$ cat src/include/dsgate_params.svh
`ifndef DSGATE_PARAMS_SVH
`define DSGATE_PARAMS_SVH

// ----------------------------------------------------------------------
// Register byte offsets
// ----------------------------------------------------------------------
`define DSG_GATE_OFFSET     12'h124
`define DSG_RUN_OFFSET      12'h200
`define DSG_CONFIG_OFFSET   12'h204
`define DSG_INT_STAT_OFFSET 12'h208
`define DSG_INT_CLR_OFFSET  12'h20C
`define DSG_INT_EN_OFFSET   12'h210
`define DSG_FAULT_OFFSET    12'h214

// ----------------------------------------------------------------------
// Gate register field positions
// ----------------------------------------------------------------------
`define DSG_CMP_2_BIT       26
`define DSG_CMP_1_BIT       25
`define DSG_CMP_0_BIT       24
`define DSG_TMR_3_BIT       19
`define DSG_TMR_2_BIT       18
`define DSG_TMR_1_BIT       17
`define DSG_TMR_0_BIT       16
`define DSG_TWO_WIRE_BIT    12
`define DSG_QUAD_ENC_BIT    8
`define DSG_SYNC1_BIT       5
`define DSG_SYNC0_BIT       4
`define DSG_GATE_MASK       32'h070F_1130

// ----------------------------------------------------------------------
// Other fields and reset values
// ----------------------------------------------------------------------
`define DSG_AUTO_GATE_BIT   0
`define DSG_INT_FAULT_BIT   0
`define DSG_INT_SLEEP_BIT   1
`define DSG_INT_WIDTH       2
`define DSG_GATE_RESET      32'h0000_0000
`define DSG_RUN_RESET       32'h0000_0000
`define DSG_PERIPH_COUNT    11

`endif

$ cat src/include/dsgate_pkg.sv
package dsgate_pkg;

  // Per-peripheral clock enables, most significant field first
  typedef struct packed {
    logic comparator_two_clock_enable;
    logic comparator_one_clock_enable;
    logic comparator_zero_clock_enable;
    logic gp_timer_three_clock_enable;
    logic gp_timer_two_clock_enable;
    logic gp_timer_one_clock_enable;
    logic gp_timer_zero_clock_enable;
    logic two_wire_zero_clock_enable;
    logic quadrature_encoder_clock_enable;
    logic sync_serial_one_clock_enable;
    logic sync_serial_zero_clock_enable;
  } periph_gate_t;

  // Result of checking one peripheral access
  typedef struct packed {
    logic       grant;
    logic       fault;
    logic [3:0] index;
  } access_result_t;

  typedef enum logic {
    RUN_MODE,
    DEEP_SLEEP_MODE
  } power_mode_t;

endpackage : dsgate_pkg

$ cat src/hw/periph_access_check.sv
`timescale 1ns/1ps

module periph_access_check #(
  parameter int NUM_PERIPH = 11
) (
  // Gate settings
  input  wire dsgate_pkg::periph_gate_t    ds_gate_i,
  input  wire dsgate_pkg::periph_gate_t    run_gate_i,
  input  wire logic                        deep_sleep_i,
  input  wire logic                        auto_clock_gating_select_i,
  // Peripheral access request
  input  wire logic                        req_i,
  input  wire logic [NUM_PERIPH-1:0]       sel_i,
  // Results
  output dsgate_pkg::periph_gate_t         eff_gate_o,
  output dsgate_pkg::access_result_t       result_o
);

  if (NUM_PERIPH != $bits(dsgate_pkg::periph_gate_t)) begin : g_bad_count
    $error("NUM_PERIPH must match the gate vector width");
  end

  logic [NUM_PERIPH-1:0] blocked;
  logic [3:0]            first_idx;

  // Deep-sleep gates rule only in deep-sleep with auto clock gating selected
  assign eff_gate_o = (deep_sleep_i && auto_clock_gating_select_i)
                      ? ds_gate_i : run_gate_i;              // [RULE_11]

  // An access to an unclocked peripheral is refused
  assign blocked = sel_i & ~eff_gate_o;                      // [RULE_07]

  always_comb begin
    first_idx = 4'h0;
    for (int i = NUM_PERIPH - 1; i >= 0; i--) begin
      if (blocked[i]) begin
        first_idx = 4'(i);
      end
    end
  end

  assign result_o.fault = req_i && (|blocked);               // [RULE_07]
  assign result_o.grant = req_i && (|sel_i) && !(|blocked);
  assign result_o.index = first_idx;

endmodule : periph_access_check

$ cat src/hw/deep_sleep_clock_gating.sv
// Operation
// (RULE_01) Bits 19..16 are writable gates for timers three down to zero.
// (RULE_02) Bits 26..24 are writable gates for comparators two down to zero.
// (RULE_03) Bit 12 is the writable gate for the two-wire serial module.
// (RULE_04) Bit 8 is the writable gate for the quadrature encoder.
// (RULE_05) Bits 5 and 4 gate synchronous serial modules one and zero.
// (RULE_06) A set gate clocks its peripheral; a clear gate stops it.
// (RULE_07) Access to an unclocked peripheral returns a bus fault.
// (RULE_08) Reserved bits read zero and ignore writes.
// (RULE_09) Software uses read-modify-write and ignores reserved contents.
// (RULE_10) All gate bits reset to zero, every peripheral unclocked.
// (RULE_11) Deep-sleep gates apply only in deep-sleep with auto gating on.
// (RULE_12) A write updates the gates at once; reads return stored gates.
`timescale 1ns/1ps
`include "dsgate_params.svh"

module deep_sleep_clock_gating #(
  parameter int NUM_PERIPH = `DSG_PERIPH_COUNT,
  parameter int ADDR_WIDTH = 12
) (
  // Clock, reset, enable
  input  wire logic                        CLOCK_I,
  input  wire logic                        SRST_I,
  input  wire logic                        CE_I,
  // APB slave
  input  wire logic                        PSEL_I,
  input  wire logic                        PENABLE_I,
  input  wire logic                        PWRITE_I,
  input  wire logic [ADDR_WIDTH-1:0]       PADDR_I,
  input  wire logic [31:0]                 PWDATA_I,
  output logic                             PREADY_O,
  output logic [31:0]                      PRDATA_O,
  output logic                             PSLVERR_O,
  // Power state
  input  wire logic                        DEEP_SLEEP_I,
  // Peripheral access check
  input  wire logic                        PERIPH_REQ_I,
  input  wire logic [NUM_PERIPH-1:0]       PERIPH_SEL_I,
  output logic                             PERIPH_GRANT_O,
  output logic                             PERIPH_FAULT_O,
  // Peripheral clock enables and interrupt
  output dsgate_pkg::periph_gate_t         CLOCK_ENABLE_O,
  output logic                             IRQ_O
);

  // --------------------------------------------------------------------
  // Elaboration checks
  // --------------------------------------------------------------------
  if (NUM_PERIPH != `DSG_PERIPH_COUNT) begin : g_bad_count
    $error("NUM_PERIPH must equal the number of gate fields");
  end
  if (ADDR_WIDTH < 12) begin : g_bad_addr
    $error("ADDR_WIDTH too small for the register map");
  end

  // --------------------------------------------------------------------
  // Field mapping
  // --------------------------------------------------------------------
  function automatic dsgate_pkg::periph_gate_t reg_to_gate(
    input logic [31:0] w
  );
    dsgate_pkg::periph_gate_t g;
    g.comparator_two_clock_enable     = w[`DSG_CMP_2_BIT];    // [RULE_02]
    g.comparator_one_clock_enable     = w[`DSG_CMP_1_BIT];
    g.comparator_zero_clock_enable    = w[`DSG_CMP_0_BIT];
    g.gp_timer_three_clock_enable     = w[`DSG_TMR_3_BIT];    // [RULE_01]
    g.gp_timer_two_clock_enable       = w[`DSG_TMR_2_BIT];
    g.gp_timer_one_clock_enable       = w[`DSG_TMR_1_BIT];
    g.gp_timer_zero_clock_enable      = w[`DSG_TMR_0_BIT];
    g.two_wire_zero_clock_enable      = w[`DSG_TWO_WIRE_BIT]; // [RULE_03]
    g.quadrature_encoder_clock_enable = w[`DSG_QUAD_ENC_BIT]; // [RULE_04]
    g.sync_serial_one_clock_enable    = w[`DSG_SYNC1_BIT];    // [RULE_05]
    g.sync_serial_zero_clock_enable   = w[`DSG_SYNC0_BIT];
    return g;
  endfunction : reg_to_gate

  // Bits outside the gate fields stay zero
  function automatic logic [31:0] gate_to_reg(
    input dsgate_pkg::periph_gate_t g
  );
    logic [31:0] w;
    w                    = 32'h0000_0000;                     // [RULE_08]
    w[`DSG_CMP_2_BIT]    = g.comparator_two_clock_enable;
    w[`DSG_CMP_1_BIT]    = g.comparator_one_clock_enable;
    w[`DSG_CMP_0_BIT]    = g.comparator_zero_clock_enable;
    w[`DSG_TMR_3_BIT]    = g.gp_timer_three_clock_enable;
    w[`DSG_TMR_2_BIT]    = g.gp_timer_two_clock_enable;
    w[`DSG_TMR_1_BIT]    = g.gp_timer_one_clock_enable;
    w[`DSG_TMR_0_BIT]    = g.gp_timer_zero_clock_enable;
    w[`DSG_TWO_WIRE_BIT] = g.two_wire_zero_clock_enable;
    w[`DSG_QUAD_ENC_BIT] = g.quadrature_encoder_clock_enable;
    w[`DSG_SYNC1_BIT]    = g.sync_serial_one_clock_enable;
    w[`DSG_SYNC0_BIT]    = g.sync_serial_zero_clock_enable;
    return w;
  endfunction : gate_to_reg

  // --------------------------------------------------------------------
  // State
  // --------------------------------------------------------------------
  dsgate_pkg::periph_gate_t   ds_gate;
  dsgate_pkg::periph_gate_t   next_ds_gate;
  dsgate_pkg::periph_gate_t   run_gate;
  dsgate_pkg::periph_gate_t   next_run_gate;
  dsgate_pkg::periph_gate_t   eff_gate;
  dsgate_pkg::periph_gate_t   next_clock_enable;
  dsgate_pkg::access_result_t access;
  dsgate_pkg::power_mode_t    mode;
  dsgate_pkg::power_mode_t    next_mode;
  logic                       auto_clock_gating_select;
  logic                       next_auto_clock_gating_select;
  logic [`DSG_INT_WIDTH-1:0]  int_stat;
  logic [`DSG_INT_WIDTH-1:0]  next_int_stat;
  logic [`DSG_INT_WIDTH-1:0]  int_en;
  logic [`DSG_INT_WIDTH-1:0]  next_int_en;
  logic [`DSG_INT_WIDTH-1:0]  int_set;
  logic [`DSG_INT_WIDTH-1:0]  int_clr;
  logic [3:0]                 fault_idx;
  logic [3:0]                 next_fault_idx;
  logic                       next_pready;
  logic [31:0]                next_prdata;
  logic                       next_pslverr;
  logic                       next_grant;
  logic                       next_fault;
  logic                       next_irq;
  logic                       setup;
  logic                       wr_en;
  logic [11:0]                addr;
  logic                       mapped;

  assign addr  = PADDR_I[11:0];
  assign setup = PSEL_I && !PENABLE_I;
  // Write takes effect at the completing edge of the access phase
  assign wr_en = PSEL_I && PENABLE_I && PREADY_O && PWRITE_I &&
                 (PADDR_I[ADDR_WIDTH-1:0] == ADDR_WIDTH'(addr));

  // --------------------------------------------------------------------
  // Access checker
  // --------------------------------------------------------------------
  periph_access_check #(
    .NUM_PERIPH (NUM_PERIPH)
  ) u_check (
    .ds_gate_i    (ds_gate),
    .run_gate_i   (run_gate),
    .deep_sleep_i (mode == dsgate_pkg::DEEP_SLEEP_MODE),
    .auto_clock_gating_select_i (auto_clock_gating_select),
    .req_i        (PERIPH_REQ_I),
    .sel_i        (PERIPH_SEL_I),
    .eff_gate_o   (eff_gate),
    .result_o     (access)
  );

  // --------------------------------------------------------------------
  // Register file
  // --------------------------------------------------------------------
  always_comb begin
    next_ds_gate  = ds_gate;
    next_run_gate = run_gate;
    next_auto_clock_gating_select = auto_clock_gating_select;
    next_int_en   = int_en;
    int_clr       = '0;
    if (wr_en) begin
      case (addr)
        `DSG_GATE_OFFSET:    next_ds_gate  = reg_to_gate(PWDATA_I); // [RULE_12]
        `DSG_RUN_OFFSET:     next_run_gate = reg_to_gate(PWDATA_I);
        `DSG_CONFIG_OFFSET:  next_auto_clock_gating_select =
                               PWDATA_I[`DSG_AUTO_GATE_BIT];
        `DSG_INT_CLR_OFFSET: int_clr = PWDATA_I[`DSG_INT_WIDTH-1:0];
        `DSG_INT_EN_OFFSET:  next_int_en = PWDATA_I[`DSG_INT_WIDTH-1:0];
        default: ;
      endcase
    end
  end

  always_ff @(posedge CLOCK_I) begin
    if (SRST_I) begin
      ds_gate                  <= reg_to_gate(`DSG_GATE_RESET); // [RULE_10]
      run_gate                 <= reg_to_gate(`DSG_RUN_RESET);
      auto_clock_gating_select <= 1'b0;
      int_en   <= '0;
    end else if (CE_I) begin
      ds_gate  <= next_ds_gate;
      run_gate <= next_run_gate;
      auto_clock_gating_select <= next_auto_clock_gating_select;
      int_en   <= next_int_en;
    end
  end

  // --------------------------------------------------------------------
  // APB answer
  // --------------------------------------------------------------------
  always_comb begin
    mapped      = 1'b1;
    next_prdata = 32'h0000_0000;
    case (addr)
      `DSG_GATE_OFFSET:     next_prdata = gate_to_reg(ds_gate); // [RULE_12]
      `DSG_RUN_OFFSET:      next_prdata = gate_to_reg(run_gate);
      `DSG_CONFIG_OFFSET:   next_prdata[`DSG_AUTO_GATE_BIT] =
                              auto_clock_gating_select;
      `DSG_INT_STAT_OFFSET: next_prdata[`DSG_INT_WIDTH-1:0] = int_stat;
      `DSG_INT_CLR_OFFSET:  next_prdata = 32'h0000_0000;
      `DSG_INT_EN_OFFSET:   next_prdata[`DSG_INT_WIDTH-1:0] = int_en;
      `DSG_FAULT_OFFSET:    next_prdata[3:0] = fault_idx;
      default:              mapped = 1'b0;
    endcase
    if (PADDR_I[ADDR_WIDTH-1:0] != ADDR_WIDTH'(addr)) begin
      mapped = 1'b0;
    end
    if (!mapped || PWRITE_I) begin
      next_prdata = 32'h0000_0000;
    end
    next_pready  = setup;
    next_pslverr = setup && !mapped;
  end

  always_ff @(posedge CLOCK_I) begin
    if (SRST_I) begin
      PREADY_O  <= 1'b0;
      PRDATA_O  <= 32'h0000_0000;
      PSLVERR_O <= 1'b0;
    end else if (CE_I) begin
      PREADY_O  <= next_pready;
      PRDATA_O  <= next_prdata;
      PSLVERR_O <= next_pslverr;
    end
  end

  // --------------------------------------------------------------------
  // Mode, clock enables and peripheral access
  // --------------------------------------------------------------------
  always_comb begin
    next_mode = DEEP_SLEEP_I ? dsgate_pkg::DEEP_SLEEP_MODE
                             : dsgate_pkg::RUN_MODE;
    next_clock_enable = eff_gate;                             // [RULE_06]
    next_grant        = access.grant;
    next_fault        = access.fault;                         // [RULE_07]
    next_fault_idx    = access.fault ? access.index : fault_idx;
  end

  always_ff @(posedge CLOCK_I) begin
    if (SRST_I) begin
      mode           <= dsgate_pkg::RUN_MODE;
      CLOCK_ENABLE_O <= '0;
      PERIPH_GRANT_O <= 1'b0;
      PERIPH_FAULT_O <= 1'b0;
      fault_idx      <= 4'h0;
    end else if (CE_I) begin
      mode           <= next_mode;
      CLOCK_ENABLE_O <= next_clock_enable;
      PERIPH_GRANT_O <= next_grant;
      PERIPH_FAULT_O <= next_fault;
      fault_idx      <= next_fault_idx;
    end
  end

  // --------------------------------------------------------------------
  // Interrupt status
  // --------------------------------------------------------------------
  always_comb begin
    int_set = '0;
    int_set[`DSG_INT_FAULT_BIT] = access.fault;
    int_set[`DSG_INT_SLEEP_BIT] = DEEP_SLEEP_I &&
                                  (mode == dsgate_pkg::RUN_MODE);
    // A new event wins over a clear in the same cycle
    next_int_stat = (int_stat & ~int_clr) | int_set;
    next_irq      = |(next_int_stat & next_int_en);
  end

  always_ff @(posedge CLOCK_I) begin
    if (SRST_I) begin
      int_stat <= '0;
      IRQ_O    <= 1'b0;
    end else if (CE_I) begin
      int_stat <= next_int_stat;
      IRQ_O    <= next_irq;
    end
  end

  logic gate_wr;
  assign gate_wr = CE_I && wr_en && (addr == `DSG_GATE_OFFSET) &&
                   (PADDR_I[ADDR_WIDTH-1:0] == ADDR_WIDTH'(addr));
endmodule : deep_sleep_clock_gating

$ cat config.mk
export PLATFORM = sky130hd
export DESIGN_NAME = deep_sleep_clock_gating
export DESIGN_NICKNAME = d
export VERILOG_FILES = /design/src/include/dsgate_pkg.sv /design/src/hw/periph_access_check.sv /design/src/hw/deep_sleep_clock_gating.sv
export VERILOG_INCLUDE_DIRS = /design/src /design/src/include
export SDC_FILE = /design/constraint.sdc
export NUM_CORES = 1
export LEC_CHECK = 0
export BUFFER_PORTS_ARGS = -buffer_cell sky130_fd_sc_hd__buf_2
export CAP_MARGIN = 15
export CORE_ASPECT_RATIO = 1.1
export CORE_MARGIN = 10
export CORE_UTILIZATION = 25
export DETAILED_ROUTE_END_ITERATION = 12
export GPL_TIMING_DRIVEN = 0
export PLACE_DENSITY = 0.56
export SLEW_MARGIN = 30
export SYNTH_ARGS = -nofsm -noshare
export SYNTH_HDL_FRONTEND = slang
export SYNTH_SLANG_ARGS = --single-unit
$ cat constraint.sdc
create_clock -name CLOCK_I -period 2.1 [get_ports CLOCK_I]
set_input_delay 0.42 -clock CLOCK_I [delete_from_list [all_inputs] [get_ports CLOCK_I]]
set_output_delay 0.42 -clock CLOCK_I [all_outputs]
set_load 0.03 [all_outputs]
# Word-level counts from Yosys, hierarchy flattened
# Index checks and enable logic that the tools add are counted.
dict set report word_totals {
  regBits 80
  in_bits 63
  output_inout_bits 48
  elab_cells 103
}
dict set report classes {
  eq_ne 7
  n_mux 23
  n_bitwise 7
  reduce_logical 22
}
# cell count
set ops {}
lappend ops {{$eq A12 B10 Y1 const B} 6}
lappend ops {{$pmux W23 S2} 1}
lappend ops {{$mux W4} 11}
lappend ops {{$mux W32} 1}
lappend ops {{$reduce_or A11 Y1} 2}
lappend ops {{$eq A12 B9 Y1 const B} 1}
lappend ops {{$and A11 B11 Y11} 1}
lappend ops {{$mux W11} 1}
lappend ops {{$not A11 Y11} 1}
lappend ops {{$logic_and A1 B1 Y1} 10}
lappend ops {{$mux W2} 5}
lappend ops {{$reduce_and A3 Y1} 3}
lappend ops {{$reduce_or A7 Y1} 1}
lappend ops {{$and A2 B2 Y2} 2}
lappend ops {{$pmux W1 S4} 1}
lappend ops {{$logic_not A1 Y1} 3}
lappend ops {{$pmux W1 S3} 1}
lappend ops {{$mux W1} 2}
lappend ops {{$not A2 Y2} 1}
lappend ops {{$or A2 B2 Y2} 1}
lappend ops {{$reduce_and A2 Y1} 1}
lappend ops {{$reduce_or A2 Y1} 1}
lappend ops {{$logic_or A1 B1 Y1} 1}
lappend ops {{$not A1 Y1} 1}

# Longest topological paths before layout
# Gate-level depths: netlist of the first run.
dict set report depth {
  ltp_word 15
  ltp_mapped 8
  ltp_nobuf 6
}

# Modules after synthesis
# Synthesis of the first run repeated with hierarchy kept, for this count alone.
dict set report unflattened {
  hier_cells 357
  area_unflattened_um2 3134.3
}
# mod instances cells_each area_each_um2 seq_area_each_um2
set modules_own_cells {}
lappend modules_own_cells {deep_sleep_clock_gating 1 297 2732.6 1261.2}
lappend modules_own_cells {periph_access_check 1 60 401.6 0.0}

# Worst setup path after synthesis of the first run
# No wires, ideal clock.
dict set report synth_path {
  kind {input to register}
  start {input PADDR_I[7]}
  end {register run_gate[1] (netlist bit)}
  setup_ps 129
  arrival_time_ps 1933
  required_time_ps 1971
  slack_ps 39
  cell_stages 7
  n_path_buf 1
  cell_sequence {nor4_4 -> nand2_2 -> or4_4 -> nor2_4 -> buf_6 -> mux2i_1 -> nor2_1}
}
dict set report synth_between {
  elab_chain_cells 2
}
# element line
set synth_rtl {}
lappend synth_rtl {{start, declared} deep_sleep_clock_gating.sv:29} ;# input wire logic [ADDR_WIDTH-1:0] PADDR_I,
lappend synth_rtl {{$eq A12 B10 Y1} deep_sleep_clock_gating.sv:162} ;# case (addr)
lappend synth_rtl {{$reduce_and A3 Y1 (no line)} --}
lappend synth_rtl {{end signal, assigned} deep_sleep_clock_gating.sv:177} ;# run_gate <= reg_to_gate(`DSG_RUN_RESET);
lappend synth_rtl {{end signal, assigned} deep_sleep_clock_gating.sv:182} ;# run_gate <= next_run_gate;
lappend synth_rtl {{end, declared} deep_sleep_clock_gating.sv:102} ;# dsgate_pkg::periph_gate_t run_gate;
# No other way between the ends.
# A chain may end at the register's enable or synchronous reset.

# Final worst setup path of the first run
dict set report layout_path {
  start {register mode}
  end {register PERIPH_GRANT_O}
}
dict set report layout_between {
  elab_chain_cells 7
}
# element line
set layout_rtl {}
lappend layout_rtl {{start, declared} deep_sleep_clock_gating.sv:107} ;# dsgate_pkg::power_mode_t mode;
lappend layout_rtl {{start signal, assigned} deep_sleep_clock_gating.sv:241} ;# mode <= dsgate_pkg::RUN_MODE;
lappend layout_rtl {{start signal, assigned} deep_sleep_clock_gating.sv:247} ;# mode <= next_mode;
lappend layout_rtl {{$logic_and A1 B1 Y1} periph_access_check.sv:27} ;# assign eff_gate_o = (deep_sleep_i && auto_clock_gating_select_i)
lappend layout_rtl {{$mux W11} periph_access_check.sv:28} ;# ? ds_gate_i : run_gate_i;
lappend layout_rtl {{$not A11 Y11} periph_access_check.sv:31} ;# assign blocked = sel_i & ~eff_gate_o;
lappend layout_rtl {{$and A11 B11 Y11} periph_access_check.sv:31}
lappend layout_rtl {{$reduce_or A11 Y1} periph_access_check.sv:43} ;# assign result_o.grant = req_i && (|sel_i) && !(|blocked);
lappend layout_rtl {{$logic_not A1 Y1} periph_access_check.sv:43}
lappend layout_rtl {{$logic_and A1 B1 Y1} periph_access_check.sv:43}
lappend layout_rtl {{end signal, assigned} deep_sleep_clock_gating.sv:249} ;# PERIPH_GRANT_O <= next_grant;
lappend layout_rtl {{end, declared} deep_sleep_clock_gating.sv:39} ;# output logic PERIPH_GRANT_O,
# No other way between the ends.

==> results.ini, run 1 <==
[timing]
fin_crit_ps=2100
clock_skew_ps=6.71
worst_pin_slew_ps=607
slew_headroom_pct=59.6
max_freq_mhz=477
layout_setup_ws_ps=4.99
hold_ws_ps=344
setup_viol=0
hold_viol=0
rsz0062_at_grt=true
post-route-period-util_pct=99.8
slew_viol_final=0

[yosys]
yosysTopAreaCell=dfxtp_1
ys_warn_count=0
yosys-top-cells-area=dfxtp_1 41%, mux2i_1 10%, nor2_1 5.1%, buf_4 4.6%, a211oi_1 3.9%
ys_types=50
syn_avg_cell_area_sq_um=8.75
syn_area_sq_um=3090
ys_seq_area_share_pct=40.8
synthCells=353
ys_ff_latch=63
synth_top_area_share_pct=40.8

[finish]
stdcell_count=623
multi_input_area_sq_um=1750
seq_area_sq_um=1260
nFillCells=1255
final_nets=527
area_growth_pct=37.6
drive_above_1_share_pct=33.0

[pwr]
clkPwrFrac_pct=49.8
power_frac_comb_pct=10.4
p_per_area_nw_per_um2=725
p_seq_share_pct=39.8
peakVddDrop_v=0.000270
p_leak_nw=1.68
power.switching_mw=0.725
switching_share_pct=23.5
p_int_mw=2.36

[clock_tree]
cts.sinks=63
clock_tree.buffer_depth=2
clk_pin_slew_worst_paths_ps=50
cts_tree=done
clockRootBuffer=clkbuf_16
clk_latency_ps=330
cts_made_buffers=9
htree_levels=3

[hold_path]
hp-class=input pin to flop

[floorplan]
fp.dieW_um=126
num_io_pins=111
num_rows=42
die-area_sq_um=17200
coreArea_sq_um=12100
initial_core_util_pct=25.5
die-height_um=137

[critical_path]
crit_chain=buf_6 -> and2_4 -> mux2i_4 -> a222oi_1 -> buf_4 -> nand4_4 -> or3_4 -> a21oi_2
worstSetupEndpointType=flop
crit_fanout=8
required_ps=2350
cp.arrival_ps=2350
criticalPathCategory=flop to flop
critPathLaunchType=flop
critPathMaxStageDelay_ps=410
critPathSlowestCell=or3_4

[routing]
routed_wl_um=10100
drt_iter0_drc=160
drcViolationCount=0
drt_pass1_iterations=4
routedWlPerCell_um=16.2
vias_per_cell=4.62
via_count=2881
ant_nets=0

[placed_design]
port_buffers=72
place_ws_ps=-340
dpl.hpwl_um=7850
place_congestion=0.860
dp.cells=595

[global_routing]
antenna_found_initial=4
grt_pass1_wl_um=15600
grt_use_total_pct=11.3
grt_start_max_net_pins=11
grt.overflow.total=0
grt_pass1_vias=2972

[run_status]
outcome=finished clean

[job]
drv_cap=0

-- cell type report --
class,instances,share of cell area [%]
Inverter,10,0.883
Tap cell,154,4.53
Buffer,36,5.56
Timing Repair Buffer,85,11.0
Clock inverter,4,1.71
Sequential cell,63,29.7
Multi-Input combinational cell,259,41.2
Clock buffer,10,5.39
Antenna cell,2,0.118
-- cell usage after synthesis, drive strengths merged --
cell type	number
a2111oi	2
a211oi	16
a21boi	2
a21o	1
a21oi	13
a221oi	2
a222oi	2
a22oi	15
a311o	1
a31o	1
a31oi	2
and2	1
and3	4
buf	24
clkbuf	13
conb	1
dfxtp	63
inv	10
mux2	2
mux2i	32
nand2	33
nand2b	4
nand3	11
nand3b	1
nand4	5
nor2	43
nor2b	3
nor3	11
nor3b	3
nor4	7
nor4bb	1
o211ai	3
o21ai	14
o21bai	1
o32ai	1
or2	1
or3	2
or4	2
-- cell usage in the layout (no fill, tap or decap), drive strengths merged, types with 3 or more instances in the layout --
cell type	n
buf	108
dfxtp	63
nor2	43
nand2	33
mux2i	32
clkbuf	23
conb	17
a211oi	16
a22oi	15
o21ai	14
a21oi	13
nor3	11
nand3	11
inv	10
nor4	7
nand4	5
nand2b	4
and3	4
nor2b	3
o211ai	3
nor3b	3
-- critical path: cells and delay by family (launching register included) --
family | cells | cell delay (ps)
buffers and inverters | 2 | 310
muxes | 1 | 220
AOI/OAI and AO/OA | 2 | 430
and+or+nand+nor | 3 | 750
DFF | 1 | 310
-- stage by stage --
step	utilization, %	power (mW)	TNS, ps	cell area [sq um]
after floorplan	-	1.44	0	3150
after global placement	30.6	1.54	-7240	3700
after detailed placement	30.6	1.54	-8090	3700
after CTS	33.9	3.08	-7.37	4100
after global routing	35.2	3.18	-272	4250
final	35.2	3.08	0	4250
-- power groups by stage --
stage                     Combinational, mW  Sequential (mW)  Clock [mW]
after detailed placement              0.292             1.25           0
after global placement                0.288             1.25           0
after floorplan                       0.163             1.27           0
final                                 0.320             1.23        1.53
after CTS                             0.303             1.23        1.56
after global routing                  0.347             1.23        1.61
-- flip-flops by register name, indices dropped and copies added, names as in the netlist, 2 cells and up --
signal / cells
ds_gate: 11
int_en: 2
PRDATA_O: 15
fault_idx: 4
run_gate: 11
int_stat: 2
CLOCK_ENABLE_O: 11
-- layer usage --
layer  part of all wire (%)  wire, um  GRT usage [%]  vias up
li1                       -         -              -     1462
met1                     41      4170           12.8     1326
met2                     49      4970           18.5       71
met3                    7.5       757           4.22       18
met4                    1.5       147           5.06        4
met5                   0.24        24              0        -
-- cells by family after synthesis --
family                 Yosys count  share of synthesized area, %
AND/OR/NAND/NOR                132                          21.8
AO/OA/AOI/OAI                   76                          17.4
flip-flops                      63                          40.8
buffers and inverters           47                          8.67
multiplexers                    34                          11.1
other                            1                         0.121
-- path summary, 6_finish.rpt --
kind | start | end | slack [ps] | cells past startpoint
max reg2reg | mode | PERIPH_GRANT_O | 5 | 8
min reg2reg | PRDATA_O[3] | PRDATA_O[3] | 450 | 2
max | mode | PERIPH_GRANT_O | 5 | 8
min | DEEP_SLEEP_I | mode | 340 | 3
-- repair_timing --
item	CTS	global route
resized for setup	12	26
endpoints found under the hold margin	0	0
endpoints found under the setup margin	9	33
hold buffers	0	0
pin swaps	4	6
buffers inserted	5	8
(Power assumes the default switching activity.)
==> run 2: changes to the inputs <==
--- a/config.mk
+++ b/config.mk
@@ -13,8 +13,10 @@
 export CORE_UTILIZATION = 25
 export DETAILED_ROUTE_END_ITERATION = 12
 export GPL_TIMING_DRIVEN = 0
-export PLACE_DENSITY = 0.56
+export PLACE_DENSITY = 0.55
+export REMOVE_ABC_BUFFERS = 1
 export SLEW_MARGIN = 30
 export SYNTH_ARGS = -nofsm -noshare
 export SYNTH_HDL_FRONTEND = slang
+export SYNTH_HIERARCHICAL = 1
 export SYNTH_SLANG_ARGS = --single-unit
==> results.ini, run 2 <==
[finish]
stdcell_count=580
drive_above_1_share_pct=27.5
layout_common_cells=74 x buf_2, 61 x dfxtp_1, 44 x nor2_1
final_nets=485
top_register=PRDATA_O
final_common_cell=buf_2
nFillCells=1238
area_growth_pct=24.6
largest_reg_flops=15

[yosys]
yosys-top-cells-area=dfxtp_1 40%, mux2i_1 15%, nor2_1 5.4%, buf_4 4.6%, nand2_1 3.8%
synth-compound-area-share_pct=14.4
synthAdderAreaFrac_pct=0
syn_avg_cell_area_sq_um=8.78
synth_top_family_by_area=simple AND/OR/NAND/NOR gates
ys_warn_count=6
synth_edf_count=0
synthXorXnorAreaFrac_pct=0
yosysTopAreaCell=dfxtp_1
yosys-top-cells-count=63 x dfxtp_1, 46 x mux2i_1, 45 x nor2_1, 32 x nand2_1, 19 x buf_4
dominantRegCellSynth=dfxtp_1
ys_seq_area_share_pct=40.2
syn_area_sq_um=3130
synth_top_area_share_pct=40.2
ys_types=55
synthCells=357
ys_ff_latch=63
synthArstFlopShare_pct=0
synth.most_common_cell=dfxtp_1
synthMuxAreaShare_pct=15.4
yosys.area_share.simple_pct=20.1

[critical_path]
timing.critical_path.buf_inv=0
cp.arrival_ps=2150
crit_chain=nand2_8 -> mux2i_4 -> a22oi_1 -> and4_2 -> a21boi_4 -> nand2_4 -> nand2_1 -> a21oi_1
crit_fanout=8
regToRegSetupSlack_ps=120
reg2reg_from=mode
cp-startpoint=mode
worstSetupEndpointType=flop
critPathMaxStageDelay_ps=380
crit_family=simple AND/OR/NAND/NOR gates
worstSetupEndpoint=fault_idx[0]
critPathSlowestCell=dfxtp_4
critPathLaunchType=flop
r2r_cells=8
cp.depth=8
criticalPathCategory=flop to flop
required_ps=2270
crit-reg2reg-capture=fault_idx[0]

[clock_tree]
clockRootBuffer=clkbuf_16
clock_tree.buffer_depth=2
cts.sinks=63
clk_latency_ps=330
cts_made_buffers=9
htree_levels=3
cts_tree=done
hold_buffers=0
clk_pin_slew_worst_paths_ps=50

[placed_design]
dpl.hpwl_um=7030
place_congestion=0.793
place_ws_ps=-522
port_buffers=74
dp.cells=564

[timing]
slew_headroom_pct=39.4
setup_viol=0
tns_ps=0
hold_viol=0
slew_viol_final=0
max_freq_mhz=506
worst_pin_slew_ps=909
rsz0062_at_grt=false
clock_skew_ps=7.48
fin_crit_ps=1980
layout_setup_ws_ps=123
hold_ws_ps=342
post-route-period-util_pct=94.1

[routing]
vias_per_cell=4.66
drt_pass1_iterations=4
routedWlPerCell_um=15.8
drt_iter0_drc=162
drcViolationCount=0
ant_nets=0
via_count=2701
routed_wl_um=9140

[floorplan]
die-area_sq_um=17400
initial_core_util_pct=25.8
fp.dieW_um=127
die-height_um=137
num_rows=42
coreArea_sq_um=12100
num_io_pins=111

[job]
drv_cap=0

[run_status]
outcome=finished clean

[global_routing]
grt_pass1_vias=2709
grt_use_total_pct=10.4
grt_pass1_wl_um=14200
grt.overflow.total=0
antenna_found_initial=1
grt_start_max_net_pins=52

[pwr]
p_per_area_nw_per_um2=712
peakVddDrop_v=0.000322
p_leak_nw=1.64

[hold_path]
hp-class=input pin to flop

## run 2: final cells by class
| type | count | area (sq um) | area share [%] |
|---|---|---|---|
| Clock inverter | 3 | 20.0 | 0.513 |
| Multi-Input combinational cell | 257 | 1730 | 44.3 |
| Sequential cell | 63 | 1270 | 32.5 |
| Inverter | 16 | 60.1 | 1.54 |
| Tap cell | 154 | 193 | 4.94 |
| Clock buffer | 11 | 253 | 6.47 |
| Timing Repair Buffer | 75 | 378 | 9.68 |
| Antenna cell | 1 | 2.50 | 0.0641 |
## run 2: worst min-delay path by stage
stage | from | to | slack (ps) | cells after the start
global placement | PRDATA_O[5] | PRDATA_O[5] | 430 | 2
CTS | PWDATA_I[4] | run_gate[0] | 340 | 3
detailed placement | PRDATA_O[4] | PRDATA_O[4] | 440 | 2
finish | DEEP_SLEEP_I | mode | 340 | 3
floorplan | fault_idx[0] | fault_idx[0] | 430 | 2
global route | PWDATA_I[5] | ds_gate[1] | 350 | 3
## run 2: kinds of logic (layout without fill, tap and decap cells)
| kind of cell | count (synthesis) | after routing |
|---|---|---|
| compound gates | 66 | 66 |
| buf+inv | 53 | 105 |
| flops | 63 | 63 |
| mux | 48 | 48 |
| other cells | 1 | 18 |
| simple gates | 126 | 126 |
## run 2: power breakdown
group          internal, mW  switching, mW  leakage (nW)
Combinational        0.0676          0.144         0.999
Sequential             1.20        0.00818         0.510
Clock                 0.845          0.513         0.129
## run 2: per-stage QoR
step                      power (mW)  instance area [sq um]  util, %
after global routing            2.89                   3900     32.1
final                           2.78                   3900     32.2
after floorplan                 1.34                   2950        -
after global placement          1.44                   3510     28.9
after detailed placement        1.44                   3510     29.0
after CTS                       2.81                   3870     31.9
## run 2: what timing repair did
action | CTS | global route
buffers inserted | 0 | 1
gates resized for setup | 17 | 7
endpoints found under the setup margin | 8 | 17
pin swaps | 0 | 1
## run 2: worst min-delay path, cell delays in order
cell,delay [ps]
buf_2,80
mux2i_1,60
nor2_1,70
## run 2: per-layer routing
metal | wire length [um] | vias up | track usage (%)
li1 | - | 1349 | -
met1 | 3850 | 1274 | 11.5
met2 | 4520 | 64 | 17.3
met3 | 612 | 12 | 4.46
met4 | 142 | 2 | 4.05
met5 | 13 | - | 0
==> run 3: changes to the inputs <==
--- a/config.mk
+++ b/config.mk
@@ -10,10 +10,10 @@
 export CAP_MARGIN = 15
 export CORE_ASPECT_RATIO = 1.1
 export CORE_MARGIN = 10
-export CORE_UTILIZATION = 25
+export CORE_UTILIZATION = 45
 export DETAILED_ROUTE_END_ITERATION = 12
 export GPL_TIMING_DRIVEN = 0
-export PLACE_DENSITY = 0.55
+export PLACE_DENSITY = 0.84
 export REMOVE_ABC_BUFFERS = 1
 export SLEW_MARGIN = 30
 export SYNTH_ARGS = -nofsm -noshare
==> results.ini, run 3 (synthesis results as in run 2) <==
[placed_design]
place_ws_ps=-441
dpl.hpwl_um=6340
place_congestion=0.896
port_buffers=74
dp.cells=492

[critical_path]
worstSetupEndpointType=flop
cp-startpoint=mode
r2r_cells=8
required_ps=2290
reg2reg_from=mode
crit_fanout=8
regToRegSetupSlack_ps=110
criticalPathCategory=flop to flop
crit-reg2reg-capture=fault_idx[3]
cp.arrival_ps=2170
worstSetupEndpoint=fault_idx[3]
critPathLaunchType=flop

[timing]
post-route-period-util_pct=94.6
slew_viol_final=0
setup_viol=0
hold_viol=0
clock_skew_ps=9.72
hold_ws_ps=321
rsz0062_at_grt=false
max_freq_mhz=503
fin_crit_ps=1990
slew_headroom_pct=37.6
tns_ps=0
layout_setup_ws_ps=113
worst_pin_slew_ps=936

[global_routing]
grt_start_max_net_pins=52
grt_pass1_vias=2776
grt_use_total_pct=15.4
grt_pass1_wl_um=13600
antenna_found_initial=0
grt.overflow.total=0

[finish]
final_core_util_pct=55.7
largest_reg_flops=15
final_common_cell=buf_2
area_growth_pct=18.6
top_register=PRDATA_O
drive_above_1_share_pct=27.9
final_nets=484
layout_common_cells=74 x buf_2, 61 x dfxtp_1, 44 x nor2_1
stdcell_count=509
nFillCells=592

[hold_path]
hp-class=input pin to flop

[routing]
ant_nets=0
vias_per_cell=5.53
routedWlPerCell_um=17.1
routed_wl_um=8690
drt_pass1_iterations=5
via_count=2817
drcViolationCount=0
drt_iter0_drc=228

[clock_tree]
hold_buffers=0
cts_tree=done
clk_pin_slew_worst_paths_ps=80
cts.sinks=63
clk_latency_ps=350
clockRootBuffer=clkbuf_8
cts_made_buffers=9
clock_tree.buffer_depth=2
htree_levels=3

[floorplan]
die-area_sq_um=10700
num_io_pins=111
coreArea_sq_um=6670
num_rows=31
die-height_um=108
initial_core_util_pct=47.0
fp.dieW_um=99.6

[run_status]
outcome=finished clean

[pwr]
p_per_area_nw_per_um2=638
p_leak_nw=1.58
peakVddDrop_v=0.000308

[job]
drv_cap=0

[run 3: cell count changes in the layout (fill, tap and decap cells not counted), sizes merged]
cell	previous run	this run
buf	75	74
clkinv	1	3
[run 3: through the flow]
step	total power [mW]	cell area, sq um
after floorplan	1.34	2950
after global routing	2.44	3710
final	2.37	3720
after detailed placement	1.44	3420
after global placement	1.43	3420
after CTS	2.37	3660
[run 3: worst min path at each step]
| stage | from | end | slack, ps | depth (start not counted) |
|---|---|---|---|---|
| floorplan | fault_idx[0] | fault_idx[0] | 430 | 2 |
| finish | PWDATA_I[18] | ds_gate[6] | 320 | 3 |
| CTS | PWDATA_I[18] | ds_gate[6] | 320 | 3 |
| detailed placement | PRDATA_O[5] | PRDATA_O[5] | 440 | 2 |
| global route | PWDATA_I[25] | ds_gate[9] | 350 | 3 |
| global placement | PRDATA_O[26] | PRDATA_O[26] | 430 | 2 |
[run 3: where the power goes]
part | total [mW] | leakage (nW) | internal (mW) | switching, mW
logic | 0.213 | 0.984 | 0.0679 | 0.145
clock network | 0.949 | 0.0853 | 0.458 | 0.491
registers | 1.21 | 0.510 | 1.20 | 0.00803
[run 3: what timing repair did]
action,CTS,global route
gates resized for setup,13,12
setup buffers,0,0
cloned,0,0
pin swaps,1,0
endpoints found under the setup margin,7,6
[run 3: critical path: stages (launching register included)]
cell	delay (ps)
dfxtp_4	390
nand2_8	150
mux2i_4	310
a22oi_2	140
and4_2	290
a21boi_4	220
nand2_2	130
nand2_1	120
a21oi_1	70
[run 3: per-layer routing]
metal  vias up  part of all wire, %  global-route usage [%]
met4         0                  2.3                    7.79
li1       1349                    -                       -
met5         -                    0                       0
met3        18                  8.9                    4.05
met1      1319                   41                    18.1
met2       131                   48                    25.3
[run 3: layout make-up]
cell class | count | area (sq um) | area share, %
Inverter | 16 | 60.1 | 1.62
Clock buffer | 11 | 141 | 3.80
Antenna cell | 1 | 2.50 | 0.0673
Tap cell | 82 | 103 | 2.76
Timing Repair Buffer | 74 | 370 | 9.96
Clock inverter | 5 | 33.8 | 0.909
Multi-Input combinational cell | 257 | 1740 | 46.8
Sequential cell | 63 | 1270 | 34.1
